## config.mk

```make
export PLATFORM = sky130hd
export DESIGN_NAME = mq_unit_flat
export DESIGN_NICKNAME = d
export VERILOG_FILES = /design/src/hdl/mq_pkg.sv /design/src/hdl/mq_if.sv /design/src/hdl/mq_unit.sv /design/src/flat_wrapper.sv
export SDC_FILE = /design/constraint.sdc
export NUM_CORES = 1
export LEC_CHECK = 0
export BUFFER_PORTS_ARGS = -buffer_cell sky130_fd_sc_hd__buf_4
export CORE_MARGIN = 10
export CORE_UTILIZATION = 35
export CTS_CLUSTER_SIZE = 40
export DETAILED_ROUTE_END_ITERATION = 7
export PLACE_DENSITY = 0.5
export SETUP_SLACK_MARGIN = 0.15
export SLEW_MARGIN = 5
export SYNTH_ARGS = -nofsm -noshare
export SYNTH_HDL_FRONTEND = slang
export SYNTH_SLANG_ARGS = --single-unit
```

## constraint.sdc

```tcl
create_clock -name i_clk -period 3.93 [get_ports i_clk]
set_clock_uncertainty 0.15 [all_clocks]
set_input_delay 0.5895 -clock i_clk [delete_from_list [all_inputs] [get_ports i_clk]]
set_output_delay 0.5895 -clock i_clk [all_outputs]
set_load 0.02 [all_outputs]
```

## src/hdl/mq_pkg.sv

```systemverilog
/*
 message queue unit: shared constants, register map, types, pointer wrap.
 assumes 32-bit local bus, byte addresses, word-aligned list entries.
*/
package mq_pkg;

    // ------------------------------------------------------------
    // queue port offsets seen from the pci side
    // ------------------------------------------------------------
    localparam logic [11:0] PCI_IN_QUEUE = 12'h040;
    localparam logic [11:0] PCI_OUT_QUEUE = 12'h044;
    localparam logic [31:0] EMPTY_READ = 32'hffff_ffff;

    // ------------------------------------------------------------
    // local-bus register map
    // ------------------------------------------------------------
    localparam logic [7:0] REG_CTRL_STATUS = 8'h00;
    localparam logic [7:0] REG_GENERAL_IRQ_CONTROL_REG = 8'h04;
    localparam logic [7:0] REG_INT_DIR = 8'h08;
    localparam logic [7:0] REG_INT_STATUS = 8'h0c;
    localparam logic [7:0] REG_OP_MASK = 8'h10;
    localparam logic [7:0] REG_OP_STATUS = 8'h14;
    localparam logic [7:0] REG_PTR_BASE = 8'h20;
    localparam int CS_BASE_LSB = 20;
    localparam int CS_SIZE_LSB = 16;
    localparam int CS_FULL_LSB = 12;
    localparam int CS_EMPTY_LSB = 8;
    localparam logic [31:0] RST_WORD = 32'h0000_0000;

    // ------------------------------------------------------------
    // list numbering and pointer stepping
    // ------------------------------------------------------------
    localparam logic [1:0] L_IN_FREE = 2'h0;
    localparam logic [1:0] L_IN_POST = 2'h1;
    localparam logic [1:0] L_OUT_FREE = 2'h2;
    localparam logic [1:0] L_OUT_POST = 2'h3;
    localparam logic PTR_BOTTOM = 1'b0;
    localparam logic PTR_TOP = 1'b1;
    localparam logic [19:0] PTR_STEP = 20'h00004;
    localparam logic [31:0] FIFO_BYTES_MIN = 32'h0000_0400;

    typedef enum logic [2:0] {
        CMD_TAKE_IN,
        CMD_FREE_IN,
        CMD_GET_OUT,
        CMD_POST_OUT,
        CMD_REG_WR,
        CMD_REG_RD
    } mq_cmd_e;

    // next entry of a list, wrapping inside the configured size
    function automatic logic [31:0] mq_next_ptr(input logic [31:0] p,
        input logic [11:0] base, input logic [2:0] size);
        logic [19:0] m;
        m = 20'((FIFO_BYTES_MIN << size) - 32'h1);
        return {base, (p[19:0] & ~m) | ((p[19:0] + PTR_STEP) & m)};
    endfunction

    // register offset of a list pointer
    function automatic logic [7:0] mq_ptr_off(input logic [1:0] l, input logic t);
        return REG_PTR_BASE | {3'h0, l, t, 2'h0};
    endfunction

endpackage

```

## src/hdl/mq_if.sv

```systemverilog
/*
 message queue unit link: local memory cycles mastered by the unit,
 register cycles mastered by the local processor, local interrupt.
 assumes both ends share one clock.
*/
`timescale 1ns/10ps
interface mq_if;
    // memory cycles, unit is master
    logic lb_req;
    logic lb_we;
    logic [31:0] lb_addr;
    logic [31:0] lb_wdata;
    logic lb_ack;
    logic [31:0] lb_rdata;
    // register cycles, processor is master
    logic rg_req;
    logic rg_we;
    logic [7:0] rg_addr;
    logic [31:0] rg_wdata;
    logic rg_ack;
    logic [31:0] rg_rdata;
    // local interrupt
    logic lb_irq;

    modport unit (
        output lb_req, lb_we, lb_addr, lb_wdata,
        input lb_ack, lb_rdata,
        input rg_req, rg_we, rg_addr, rg_wdata,
        output rg_ack, rg_rdata, lb_irq
    );
    modport cpu (
        input lb_req, lb_we, lb_addr, lb_wdata,
        output lb_ack, lb_rdata,
        output rg_req, rg_we, rg_addr, rg_wdata,
        input rg_ack, rg_rdata, lb_irq
    );
endinterface

```

## src/hdl/mq_unit.sv

```systemverilog
/*
 message queue unit: pci queue ports turned into delayed local-bus
 cycles on four circular lists in local memory, pointer upkeep,
 list status and interrupts.
 assumes pci requests come one at a time and are repeated on retry.
*/
// Contract
// - inbound read fetches at free bottom, advances
// - inbound write stores at post top, advances
// - new inbound post sets flag, local irq
// - writing one clears new-entry flag
// - processor advances inbound post bottom pointer
// - processor releases frame, raises free top
// - processor takes outbound free, advances bottom
// - processor posts outbound, raises post top
// - outbound post not empty sets flag, irq
// - outbound read fetches at post bottom, advances
// - outbound flag clears when list empties
// - outbound write stores, top advances after completion
// - unit pointers wrap modulo configured size
// - no top advance when list full
// - no bottom advance when list empty
// - processor pointers change by full register write
// - empty and full status per list
// - outbound pending mirrored in interrupt status
// - free lists empty, inbound post or outbound free full raise enabled interrupts
// - pointers share upper twelve bits with base
// - equal pointers at start mean empty
// - read of empty list returns all ones
`timescale 1ns/10ps
module mq_unit
    import mq_pkg::*;
(
    // clock and reset
    input wire logic i_clk,
    input wire logic i_rst,
    // pci target side
    input wire logic i_pci_req,
    input wire logic i_pci_we,
    input wire logic [11:0] i_pci_addr,
    input wire logic [31:0] i_pci_wdata,
    output logic o_pci_ack,
    output logic o_pci_retry,
    output logic [31:0] o_pci_rdata,
    output logic o_pci_irq,
    // local bus side
    mq_if.unit mq
);
    typedef enum logic [1:0] {P_IDLE, P_BUSY, P_DONE} mq_pend_e;
    typedef struct packed {
        mq_pend_e st;
        logic port;
        logic we;
        logic [31:0] data;
        logic lb_req;
        logic lb_we;
        logic [31:0] lb_addr;
        logic [31:0] lb_wdata;
        logic pci_ack;
        logic pci_retry;
        logic [31:0] pci_rdata;
        logic rg_ack;
        logic [31:0] rg_rdata;
        logic [3:0][1:0][31:0] ptr;
        logic [3:0] full;
        logic [11:0] base;
        logic [2:0] size;
        logic ipn;
        logic [4:0] ctl;
        logic [3:0] dir;
        logic mask;
        logic lb_irq;
        logic pci_irq;
    } mq_unit_s;

    mq_unit_s r;
    mq_unit_s next_r;
    logic [3:0] empty;
    logic [3:0] ext;
    logic [1:0] pf;
    logic pt;
    logic [31:0] pv;
    logic is_q;
    logic qp;
    logic [1:0] rf;
    logic [1:0] wf;
    logic [1:0] cwf;
    logic [31:0] nt;

    // ------------------------------------------------------------
    // list status
    // ------------------------------------------------------------
    // equal pointers are empty unless a top advance caught the bottom
    always_comb
    begin
        for (int f = 0; f < 4; f++)
            empty[f] = (r.ptr[f][0] == r.ptr[f][1]) && !r.full[f];
        ext = {r.full[L_OUT_FREE], r.full[L_IN_POST],
            empty[L_OUT_FREE], empty[L_IN_FREE]} & r.ctl[4:1];
    end

    // ------------------------------------------------------------
    // next state
    // ------------------------------------------------------------
    always_comb
    begin
        next_r = r;
        next_r.pci_ack = 1'b0;
        next_r.pci_retry = 1'b0;
        next_r.rg_ack = 1'b0;
        pf = mq.rg_addr[4:3];
        pt = mq.rg_addr[2];
        pv = {r.base, mq.rg_wdata[19:0]};
        is_q = (i_pci_addr == PCI_IN_QUEUE) || (i_pci_addr == PCI_OUT_QUEUE);
        qp = (i_pci_addr == PCI_OUT_QUEUE);
        rf = qp ? L_OUT_POST : L_IN_FREE;
        wf = qp ? L_OUT_FREE : L_IN_POST;
        cwf = r.port ? L_OUT_FREE : L_IN_POST;
        nt = mq_next_ptr(r.ptr[cwf][1], r.base, r.size);

        // register access; answered one cycle after the request
        if (mq.rg_req)
        begin
            next_r.rg_ack = 1'b1;
            next_r.rg_rdata = RST_WORD;
            if (mq.rg_addr[7:5] == REG_PTR_BASE[7:5])
            begin
                next_r.rg_rdata = r.ptr[pf][pt];
                if (mq.rg_we)
                begin
                    next_r.ptr[pf][pt] = pv;
                    // only a top stepped onto its bottom marks the list full;
                    // set-up writes of equal pointers must leave it empty
                    next_r.full[pf] = pt && (pv == r.ptr[pf][0])
                        && (pv == mq_next_ptr(r.ptr[pf][1], r.base, r.size));
                end
            end
            else
                case (mq.rg_addr)
                    REG_CTRL_STATUS:
                    begin
                        next_r.rg_rdata[CS_BASE_LSB +: 12] = r.base;
                        next_r.rg_rdata[CS_SIZE_LSB +: 3] = r.size;
                        next_r.rg_rdata[CS_FULL_LSB +: 4] = r.full;
                        next_r.rg_rdata[CS_EMPTY_LSB +: 4] = empty;
                        if (mq.rg_we)
                        begin
                            next_r.base = mq.rg_wdata[CS_BASE_LSB +: 12];
                            next_r.size = mq.rg_wdata[CS_SIZE_LSB +: 3];
                        end
                    end
                    REG_GENERAL_IRQ_CONTROL_REG:
                    begin
                        next_r.rg_rdata[4:0] = r.ctl;
                        if (mq.rg_we)
                            next_r.ctl = mq.rg_wdata[4:0];
                    end
                    REG_INT_DIR:
                    begin
                        next_r.rg_rdata[4:1] = r.dir;
                        if (mq.rg_we)
                            next_r.dir = mq.rg_wdata[4:1];
                    end
                    REG_INT_STATUS:
                    begin
                        next_r.rg_rdata[0] = r.ipn;
                        next_r.rg_rdata[1] = !empty[L_OUT_POST];
                        if (mq.rg_we && mq.rg_wdata[0])
                            next_r.ipn = 1'b0;
                    end
                    REG_OP_MASK:
                    begin
                        next_r.rg_rdata[0] = r.mask;
                        if (mq.rg_we)
                            next_r.mask = mq.rg_wdata[0];
                    end
                    REG_OP_STATUS: next_r.rg_rdata[0] = !empty[L_OUT_POST];
                    default: ;
                endcase
        end

        // pci queue ports; one delayed cycle in flight at a time
        if (i_pci_req)
        begin
            if (!is_q)
            begin
                next_r.pci_ack = 1'b1;
                next_r.pci_rdata = RST_WORD;
            end
            else if (r.st == P_IDLE)
            begin
                if (!i_pci_we && empty[rf])
                begin
                    next_r.pci_ack = 1'b1;
                    next_r.pci_rdata = EMPTY_READ;
                end
                else if (i_pci_we && r.full[wf])
                    next_r.pci_ack = 1'b1; // dropped, list has no room
                else
                begin
                    // start delayed cycle, pci must come back
                    next_r.pci_retry = 1'b1;
                    next_r.st = P_BUSY;
                    next_r.port = qp;
                    next_r.we = i_pci_we;
                    next_r.lb_req = 1'b1;
                    next_r.lb_we = i_pci_we;
                    next_r.lb_wdata = i_pci_wdata;
                    next_r.lb_addr = i_pci_we ? r.ptr[wf][1] : r.ptr[rf][0];
                end
            end
            else if (r.st == P_DONE && r.port == qp && r.we == i_pci_we)
            begin
                next_r.pci_ack = 1'b1;
                next_r.pci_rdata = r.data;
                next_r.st = P_IDLE;
                // bottom moves once the word is delivered
                if (!r.we && !empty[rf])
                begin
                    next_r.ptr[rf][0] = mq_next_ptr(r.ptr[rf][0], r.base, r.size);
                    next_r.full[rf] = 1'b0;
                end
            end
            else
                next_r.pci_retry = 1'b1;
        end

        // local cycle completion
        if (r.st == P_BUSY && mq.lb_ack)
        begin
            next_r.lb_req = 1'b0;
            next_r.st = P_DONE;
            next_r.data = mq.lb_rdata;
            if (r.we && !r.full[cwf])
            begin
                next_r.ptr[cwf][1] = nt;
                next_r.full[cwf] = (nt == r.ptr[cwf][0]);
                if (!r.port)
                    next_r.ipn = 1'b1;
            end
        end

        // interrupts; direction bit sends a source to pci
        next_r.lb_irq = (r.ipn && r.ctl[0]) || |(ext & ~r.dir);
        next_r.pci_irq = (!empty[L_OUT_POST] && !r.mask) || |(ext & r.dir);
    end

    // ------------------------------------------------------------
    // state register
    // ------------------------------------------------------------
    always_ff @(posedge i_clk)
    begin
        if (i_rst)
            r <= '0;
        else
            r <= next_r;
    end

    // outputs straight from the state register
    assign o_pci_ack = r.pci_ack;
    assign o_pci_retry = r.pci_retry;
    assign o_pci_rdata = r.pci_rdata;
    assign o_pci_irq = r.pci_irq;
    assign mq.lb_req = r.lb_req;
    assign mq.lb_we = r.lb_we;
    assign mq.lb_addr = r.lb_addr;
    assign mq.lb_wdata = r.lb_wdata;
    assign mq.rg_ack = r.rg_ack;
    assign mq.rg_rdata = r.rg_rdata;
    assign mq.lb_irq = r.lb_irq;
endmodule

```

## src/flat_wrapper.sv

```systemverilog
// flat-port wrapper written by rule: the top's interface ports become plain ports
module mq_unit_flat import mq_pkg::*;
  (i_clk, i_rst, i_pci_req, i_pci_we, i_pci_addr, i_pci_wdata, o_pci_ack, o_pci_retry, o_pci_rdata, o_pci_irq, mq_lb_req, mq_lb_we, mq_lb_addr, mq_lb_wdata, mq_lb_ack, mq_lb_rdata, mq_rg_req, mq_rg_we, mq_rg_addr, mq_rg_wdata, mq_rg_ack, mq_rg_rdata, mq_lb_irq);
  mq_if mq_i ();
  input wire logic i_clk;
  input wire logic i_rst;
  input wire logic i_pci_req;
  input wire logic i_pci_we;
  input wire logic [11:0] i_pci_addr;
  input wire logic [31:0] i_pci_wdata;
  output logic o_pci_ack;
  output logic o_pci_retry;
  output logic [31:0] o_pci_rdata;
  output logic o_pci_irq;
  output wire logic [$bits(mq_i.lb_req)-1:0] mq_lb_req;
  output wire logic [$bits(mq_i.lb_we)-1:0] mq_lb_we;
  output wire logic [$bits(mq_i.lb_addr)-1:0] mq_lb_addr;
  output wire logic [$bits(mq_i.lb_wdata)-1:0] mq_lb_wdata;
  input wire logic [$bits(mq_i.lb_ack)-1:0] mq_lb_ack;
  input wire logic [$bits(mq_i.lb_rdata)-1:0] mq_lb_rdata;
  input wire logic [$bits(mq_i.rg_req)-1:0] mq_rg_req;
  input wire logic [$bits(mq_i.rg_we)-1:0] mq_rg_we;
  input wire logic [$bits(mq_i.rg_addr)-1:0] mq_rg_addr;
  input wire logic [$bits(mq_i.rg_wdata)-1:0] mq_rg_wdata;
  output wire logic [$bits(mq_i.rg_ack)-1:0] mq_rg_ack;
  output wire logic [$bits(mq_i.rg_rdata)-1:0] mq_rg_rdata;
  output wire logic [$bits(mq_i.lb_irq)-1:0] mq_lb_irq;
  assign mq_lb_req = mq_i.lb_req;
  assign mq_lb_we = mq_i.lb_we;
  assign mq_lb_addr = mq_i.lb_addr;
  assign mq_lb_wdata = mq_i.lb_wdata;
  assign mq_i.lb_ack = mq_lb_ack;
  assign mq_i.lb_rdata = mq_lb_rdata;
  assign mq_i.rg_req = mq_rg_req;
  assign mq_i.rg_we = mq_rg_we;
  assign mq_i.rg_addr = mq_rg_addr;
  assign mq_i.rg_wdata = mq_rg_wdata;
  assign mq_rg_ack = mq_i.rg_ack;
  assign mq_rg_rdata = mq_i.rg_rdata;
  assign mq_lb_irq = mq_i.lb_irq;
  mq_unit u_core (.i_clk(i_clk), .i_rst(i_rst), .i_pci_req(i_pci_req), .i_pci_we(i_pci_we), .i_pci_addr(i_pci_addr), .i_pci_wdata(i_pci_wdata), .o_pci_ack(o_pci_ack), .o_pci_retry(o_pci_retry), .o_pci_rdata(o_pci_rdata), .o_pci_irq(o_pci_irq), .mq(mq_i));
endmodule
```

; Yosys cells after proc, flatten, opt, wreduce, memory -nomap -nowiden
; Cells that the tools add are included.
[op_classes]
add_sub_neg = 4
order_cmp = 9
eq_ne = 25
n_shift = 1
n_mux = 92
bitwise = 21
n_reduce_logical = 52
[ops]
columns = operator, n
row1 = two-way mux 260 bit, 9
row2 = bitwise mux 256 bit, 3
row3 = binary-select mux 64 bit (select 2 bit), 4
row4 = demux 64 bit (select 2 bit), 3
row5 = two-way mux 319 bit, 1
row6 = two-way mux 32 bit, 9
row7 = two-way mux 64 bit, 4
row8 = == test 32 bit, 6
row9 = bitwise AND 20 bit, 6
row10 = adder 20 x 3 -> 20 bit (second input constant), 3
row11 = bitwise OR 20 bit, 3
row12 = two-way mux 52 bit, 1
row13 = two-way mux 34 bit, 1
row14 = demux 32 bit (select 1 bit), 1
row15 = two-way mux 15 bit, 2
row16 = two-way mux 26 bit, 1
row17 = == test 12 x 7 -> 1 bit (second input constant), 2
row18 = two-way mux 12 bit, 2
row19 = two-way mux 4 bit, 6
row20 = two-way mux 11 bit, 2
row21 = two-way mux 1 bit, 21
row22 = == test 20 bit, 1
row23 = logical AND 1 bit, 20
row24 = inverter 20 bit, 1
row25 = other kinds (39), 92
[word_totals]
reg_bits = 456
in_bits = 123
output_inout_bits = 135
elab_cells = 234

; Depth between registers and ports, before layout
[logic_depth]
word_depth = 20
depth_mapped = 15
depth_no_buf = 11

; Worst setup path before layout
; Ideal clock, no wire load.
[synth_timing]
kind = register -> register
from = register u_core.r[454] (netlist name)
to = register u_core.r[30] (netlist name)
setup_time_ns = 0.069
t_arrival_ns = 3.132
required_ns = 3.711
setup_slack_ns = 0.579
path_stages_with_launch = 16
path_buffers = 5
synth_period_minus_slack_ns = 3.351
path_cell_list = dfxtp_1 > buf_2 > buf_2 > buf_2 > buf_2 > buf_2 > mux2_2 > ha_1 > inv_1 > a2111oi_2 > and3_1 > and4_1 > nor3_1 > nor4_1 > a21oi_1 > o21ai_1
[synth_via]
elab_chain_cells = 10
word_cells_on_any_way = 27
classes_between = 1 x add/sub / 2 x order compare / 2 x eq/ne / 14 x mux / 3 x bitwise / 5 x reduce/logical
[synth_rtl]
columns = element, line_no
row1 = from (decl), mq_unit.sv:76  ; mq_unit_s r;
row2 = from (signal assigned), mq_unit.sv:256  ; r <= next_r;
row3 = two-way mux 2 bit or == test 1 bit (tied branches), "mq_unit.sv:118, mq_unit.sv:212"
row4 = binary-select mux 64 bit (select 2 bit) or logical AND 1 bit (tied branches), "mq_unit.sv:119, mq_unit.sv:237, mq_unit.sv:212"
row5 = two-way mux 52 bit (not written as such) or logical AND 1 bit (tied branches), "mq_unit.sv:119, mq_unit.sv:212"
row6 = adder 20 x 3 -> 20 bit or two-way mux 260 bit (tied branches), "mq_pkg.sv:56, mq_unit.sv:212"
row7 = bitwise AND 20 bit or two-way mux 260 bit (tied branches), "mq_pkg.sv:56, mq_unit.sv:190"
row8 = bitwise OR 20 bit or two-way mux 260 bit (tied branches), "mq_pkg.sv:56, mq_unit.sv:185"
row9 = == test 32 bit or two-way mux 260 bit (tied branches), "mq_unit.sv:237, mq_unit.sv:183"
row10 = bitwise mux 4 bit, mq_unit.sv:237  ; next_r.full[cwf] = (nt == r.ptr[cwf][0]);
row11 = two-way mux 260 bit, mq_unit.sv:234  ; if (r.we && !r.full[cwf])
row12 = two-way mux 260 bit (*), mq_unit.sv:229  ; if (r.st == P_BUSY && mq.lb_ack)
; Mark *: on every way between the ends. The rest lies on a longest branch, timed or not. The select of a mux whose other input is x is not followed.
; A chain may end at the register's enable or synchronous reset.

; Worst setup path after layout
[layout_timing]
from = register u_core.r[15] (netlist name)
to = register u_core.r[30] (netlist name)
[layout_via]
elab_chain_cells = 20
word_cells_on_any_way = 25
classes_between = 1 x add/sub / 2 x eq/ne / 1 x shift / 12 x mux / 8 x bitwise / 1 x reduce/logical
[layout_rtl]
columns = element, line_no
row1 = left shift 11 x 3 -> 20 bit (*), mq_pkg.sv:55  ; m = 20'((FIFO_BYTES_MIN << size) - 32'h1);
row2 = subtractor 20 x 1 -> 20 bit (*), mq_pkg.sv:55
row3 = inverter 20 bit, mq_pkg.sv:56  ; return {base, (p[19:0] & ~m) | ((p[19:0] + PTR_STEP) & m)};
row4 = bitwise AND 20 bit, mq_pkg.sv:56
row5 = bitwise OR 20 bit, mq_pkg.sv:56
row6 = == test 20 bit, mq_unit.sv:135  ; && (pv == mq_next_ptr(r.ptr[pf][1], r.base, r.size));
row7 = logical AND 1 bit, mq_unit.sv:135
row8 = bitwise mux 4 bit, mq_unit.sv:134  ; next_r.full[pf] = pt && (pv == r.ptr[pf][0])
row9 = (+4 left out), --
row10 = two-way mux 260 bit, mq_unit.sv:218  ; if (!r.we && !empty[rf])
row11 = two-way mux 260 bit, mq_unit.sv:212  ; else if (r.st == P_DONE && r.port == qp && r.we == i_pci_we)
row12 = two-way mux 260 bit, mq_unit.sv:190  ; else if (r.st == P_IDLE)
row13 = two-way mux 260 bit, mq_unit.sv:185  ; if (!is_q)
row14 = two-way mux 260 bit, mq_unit.sv:183  ; if (i_pci_req)
row15 = bitwise mux 4 bit, mq_unit.sv:237
row16 = two-way mux 260 bit, mq_unit.sv:234
row17 = two-way mux 260 bit (*), mq_unit.sv:229
; Mark *: on every way between the ends. The rest lies on a longest branch, timed or not.

==> flow_metrics.tcl <==
set metrics [dict create \
    global_route.usage.met1 0.3321 \
    post-route-min-period_ns 3.541 \
    drt-initial-drc-count 2605 \
    dieHeight_um 288.7 \
    syn_area_per_cell_um2 8.653 \
    cts-root-buf "clkbuf_16" \
    r2r.worst_path.cells 13 \
    seq_area_mm2 0.009133 \
    max_freq_mhz 282.4 \
    vias 22905 \
    finalNonFillerCells 3974 \
    rsz0062_at_grt "no" \
    min_to "u_core.nt[26]" \
    path_cells "buf_4, nor2_1, nand2_1, ha_1, or3b_2, buf_4, a32oi_1, nand3_1, o211ai_1, a21oi_1, nor4_4, a21oi_1, o21ai_1" \
    dp_slack_ns 0.1637 \
    tightest_slew_ns 0.9677 \
    critPathCaptureType "register" \
    gr-usage-met3 0.05753 \
    post_synth_num_cell_types 73 \
    reg2reg_slack_ns 0.39 \
    start_kind "register" \
    syn_inst 2921 \
    synth_area_leaders "dfxtp_1, nand2_1, mux4_2" \
    avgViaCountPerCell 5.764 \
    post-route-util 0.4104 \
    postPlaceCellArea_mm2 0.02751 \
    fillers 7092 \
    io_pins 258 \
    grt_pass1_vias 22279 \
    antenna_found_initial 4 \
    max_cap_violations 0 \
    busiest_layer "met2" \
    use_met2 0.3988 \
    status "complete, no violations" \
    drc 0 \
    arrival_ns 3.96 \
    htreeDepth 2 \
    timing.rr.end "u_core.r[30]" \
    crit_buf_inv 2 \
    synth_edf_count 0 \
    report.power.total_mw 10.47 \
    routed_wl_um 111000 \
    grt_max_degree 122 \
    post_drt_wl_per_cell_um 27.92 \
    power_density_mw_per_mm2 357.0 \
    holdCritStartpoint "mq_rg_wdata[26]" \
    synth_top_area_cell "dfxtp_1" \
    regToRegStartpoint "u_core.r[15]" \
    crit_slowest_cell "or3b_2" \
    clk_pin_slew_ns 0.06 \
    cts_tree "yes" \
    critical-path-max-stage-delay_ns 0.52 \
    rows 98 \
    hold_slack_ns 0.05369 \
    place_inst 3881 \
    finalMaxSlewViolations 0 \
    switching_share 0.2415 \
    setup_viol 0 \
    worstHoldPathCells 3 \
    path_class "register to register" \
    final_cell_mix "nand2_1, dfxtp_1, buf_4" \
    worstPathRequired_ns 4.35 \
    peakVddDrop_uv 277.3 \
    hold_class "input port to register" \
    synth-main-ff-cell "dfxtp_1" \
    port_buffers 257 \
    crit_family "simple AND/OR/NAND/NOR gates" \
    pwr-share-clk 0.499 \
    layout_setup_ws_ns 0.3895 \
    first_pass_iters 6 \
    grt_pass1_wl_um 159500 \
    antenna_left 0 \
    gr-usage-all-layers 0.2567 \
    critPathMaxFanout 13 \
    dieArea_mm2 0.08336 \
    final_area_mm2 0.02934 \
    yosysWarnings 0 \
    cts_buffers 52 \
    finalCritPeriodShare 0.9009 \
    ctsLongestPathBuffers 3 \
    postSynth.asyncResetShare 0 \
    start_util 0.3536 \
    gp_congestion 0.9901 \
    multiInputGateArea_mm2 0.01423 \
    clkLatencyLatePin_ns 0.64 \
    power_leakage_nw 10.83 \
    syn_nets 3048 \
    ys_seq_area_frac 0.3612 \
    syn-cell-area_mm2 0.02527 \
    overflow 0 \
    power_frac_comb 0.056 \
    tns_ns 0 \
    mostFrequentLayoutCell "nand2_1" \
    ys_seq_elements 456 \
    switchingPower_mw 2.530 \
    internal_power_mw 7.944 \
    layout-drive-gt1-share 0.2083 \
    antenna_cells 0 \
    seqPwrFrac 0.445 \
    area_delta_synth_final_pct 16.07 \
    cts_setup_buffers 0 \
    cts_sinks 456 \
    core_mm2 0.07149 \
    yosysTopAreaCellShare 0.3612 \
    fin_nets 3112 \
    die-width_um 288.7 \
    relSlewSlack 0.3549 \
    finalHoldViolCount 0 \
    hpwlAfterDp_um 81540 \
]
-- routing by layer --
layer  up-vias  wire, µm
met2      1152     49370
li1      10195         -
met5         -        57
met4         8      5781
met1     11278     45570
met3       272     10200
-- cells in the mapped netlist, drive strengths merged (22+ instances only) --
library cell	instances
xnor2	102
nor4	38
nand3	57
nor3	36
nand2	542
and3	22
clkbuf	179
mux2	49
o2bb2ai	33
a211oi	101
buf	184
nor2b	34
nor2	217
dfxtp	456
mux2i	164
xor2	137
a21oi	269
nand4	33
mux4	83
a22oi	26
-- worst register-to-register path, cell delays in order, from the launching register on --
cell and delay, ns:
dfxtp_1 0.33, buf_4 0.25, nor2_1 0.14, nand2_1 0.09
ha_1 0.37, or3b_2 0.52, buf_4 0.18, a32oi_1 0.32
nand3_1 0.20, o211ai_1 0.20, a21oi_1 0.15, nor4_4 0.40
a21oi_1 0.13, o21ai_1 0.09
-- layout make-up --
cell class	count	share of cell area
clock buffer	66	0.04854
clock inverter	27	0.01309
inverter	8	0.001024
multi-input combinational	2094	0.4851
sequential	456	0.3113
tap	950	0.04052
timing repair buffer	373	0.1004
-- how the worst max path moves through the flow --
stage | startpoint | endpoint | slack (ns) | cells after the start
6_report | u_core.r[15] | u_core.r[30] | 0.39 | 13
5_1_grt | u_core.r[15] | u_core.r[29] | 0.16 | 13
4_1_cts | u_core.r[15] | u_core.r[30] | 0.16 | 13
3_5_place_dp | u_core.r[15] | u_core.r[30] | 0.16 | 13
3_3_place_gp | u_core.r[15] | u_core.r[30] | 0.08 | 13
2_1_floorplan | u_core.r[454] | u_core.r[30] | 0.58 | 15
-- timing repair --
action                     CTS  global route
setup endpoints to repair    0             2
hold buffers                 0             0
resized for setup            0             2
-- logic make-up (layout without fill, tap and decap cells) --
family / Yosys count / in the layout / share of synthesized area
compound gates: 506 / 506 / 0.1260
xor+xnor: 239 / 239 / 0.08282
fa+ha+maj: 4 / 4 / 0.001980
buf+inv: 371 / 474 / 0.07921
flops: 456 / 456 / 0.3612
mux: 296 / 296 / 0.1609
simple gates: 1049 / 1049 / 0.1879
-- power groups by stage --
| stage | clock network [mW] | logic, mW | registers (mW) |
|---|---|---|---|
| after floorplan | 0 | 0.323 | 4.75 |
| after global placement | 0 | 0.582 | 4.76 |
| after detailed placement | 0 | 0.586 | 4.76 |
| after CTS | 5.31 | 0.587 | 4.66 |
| after global routing | 5.46 | 0.622 | 4.66 |
| final | 5.23 | 0.590 | 4.66 |
No activity file was read; power rests on OpenSTA's default activity.
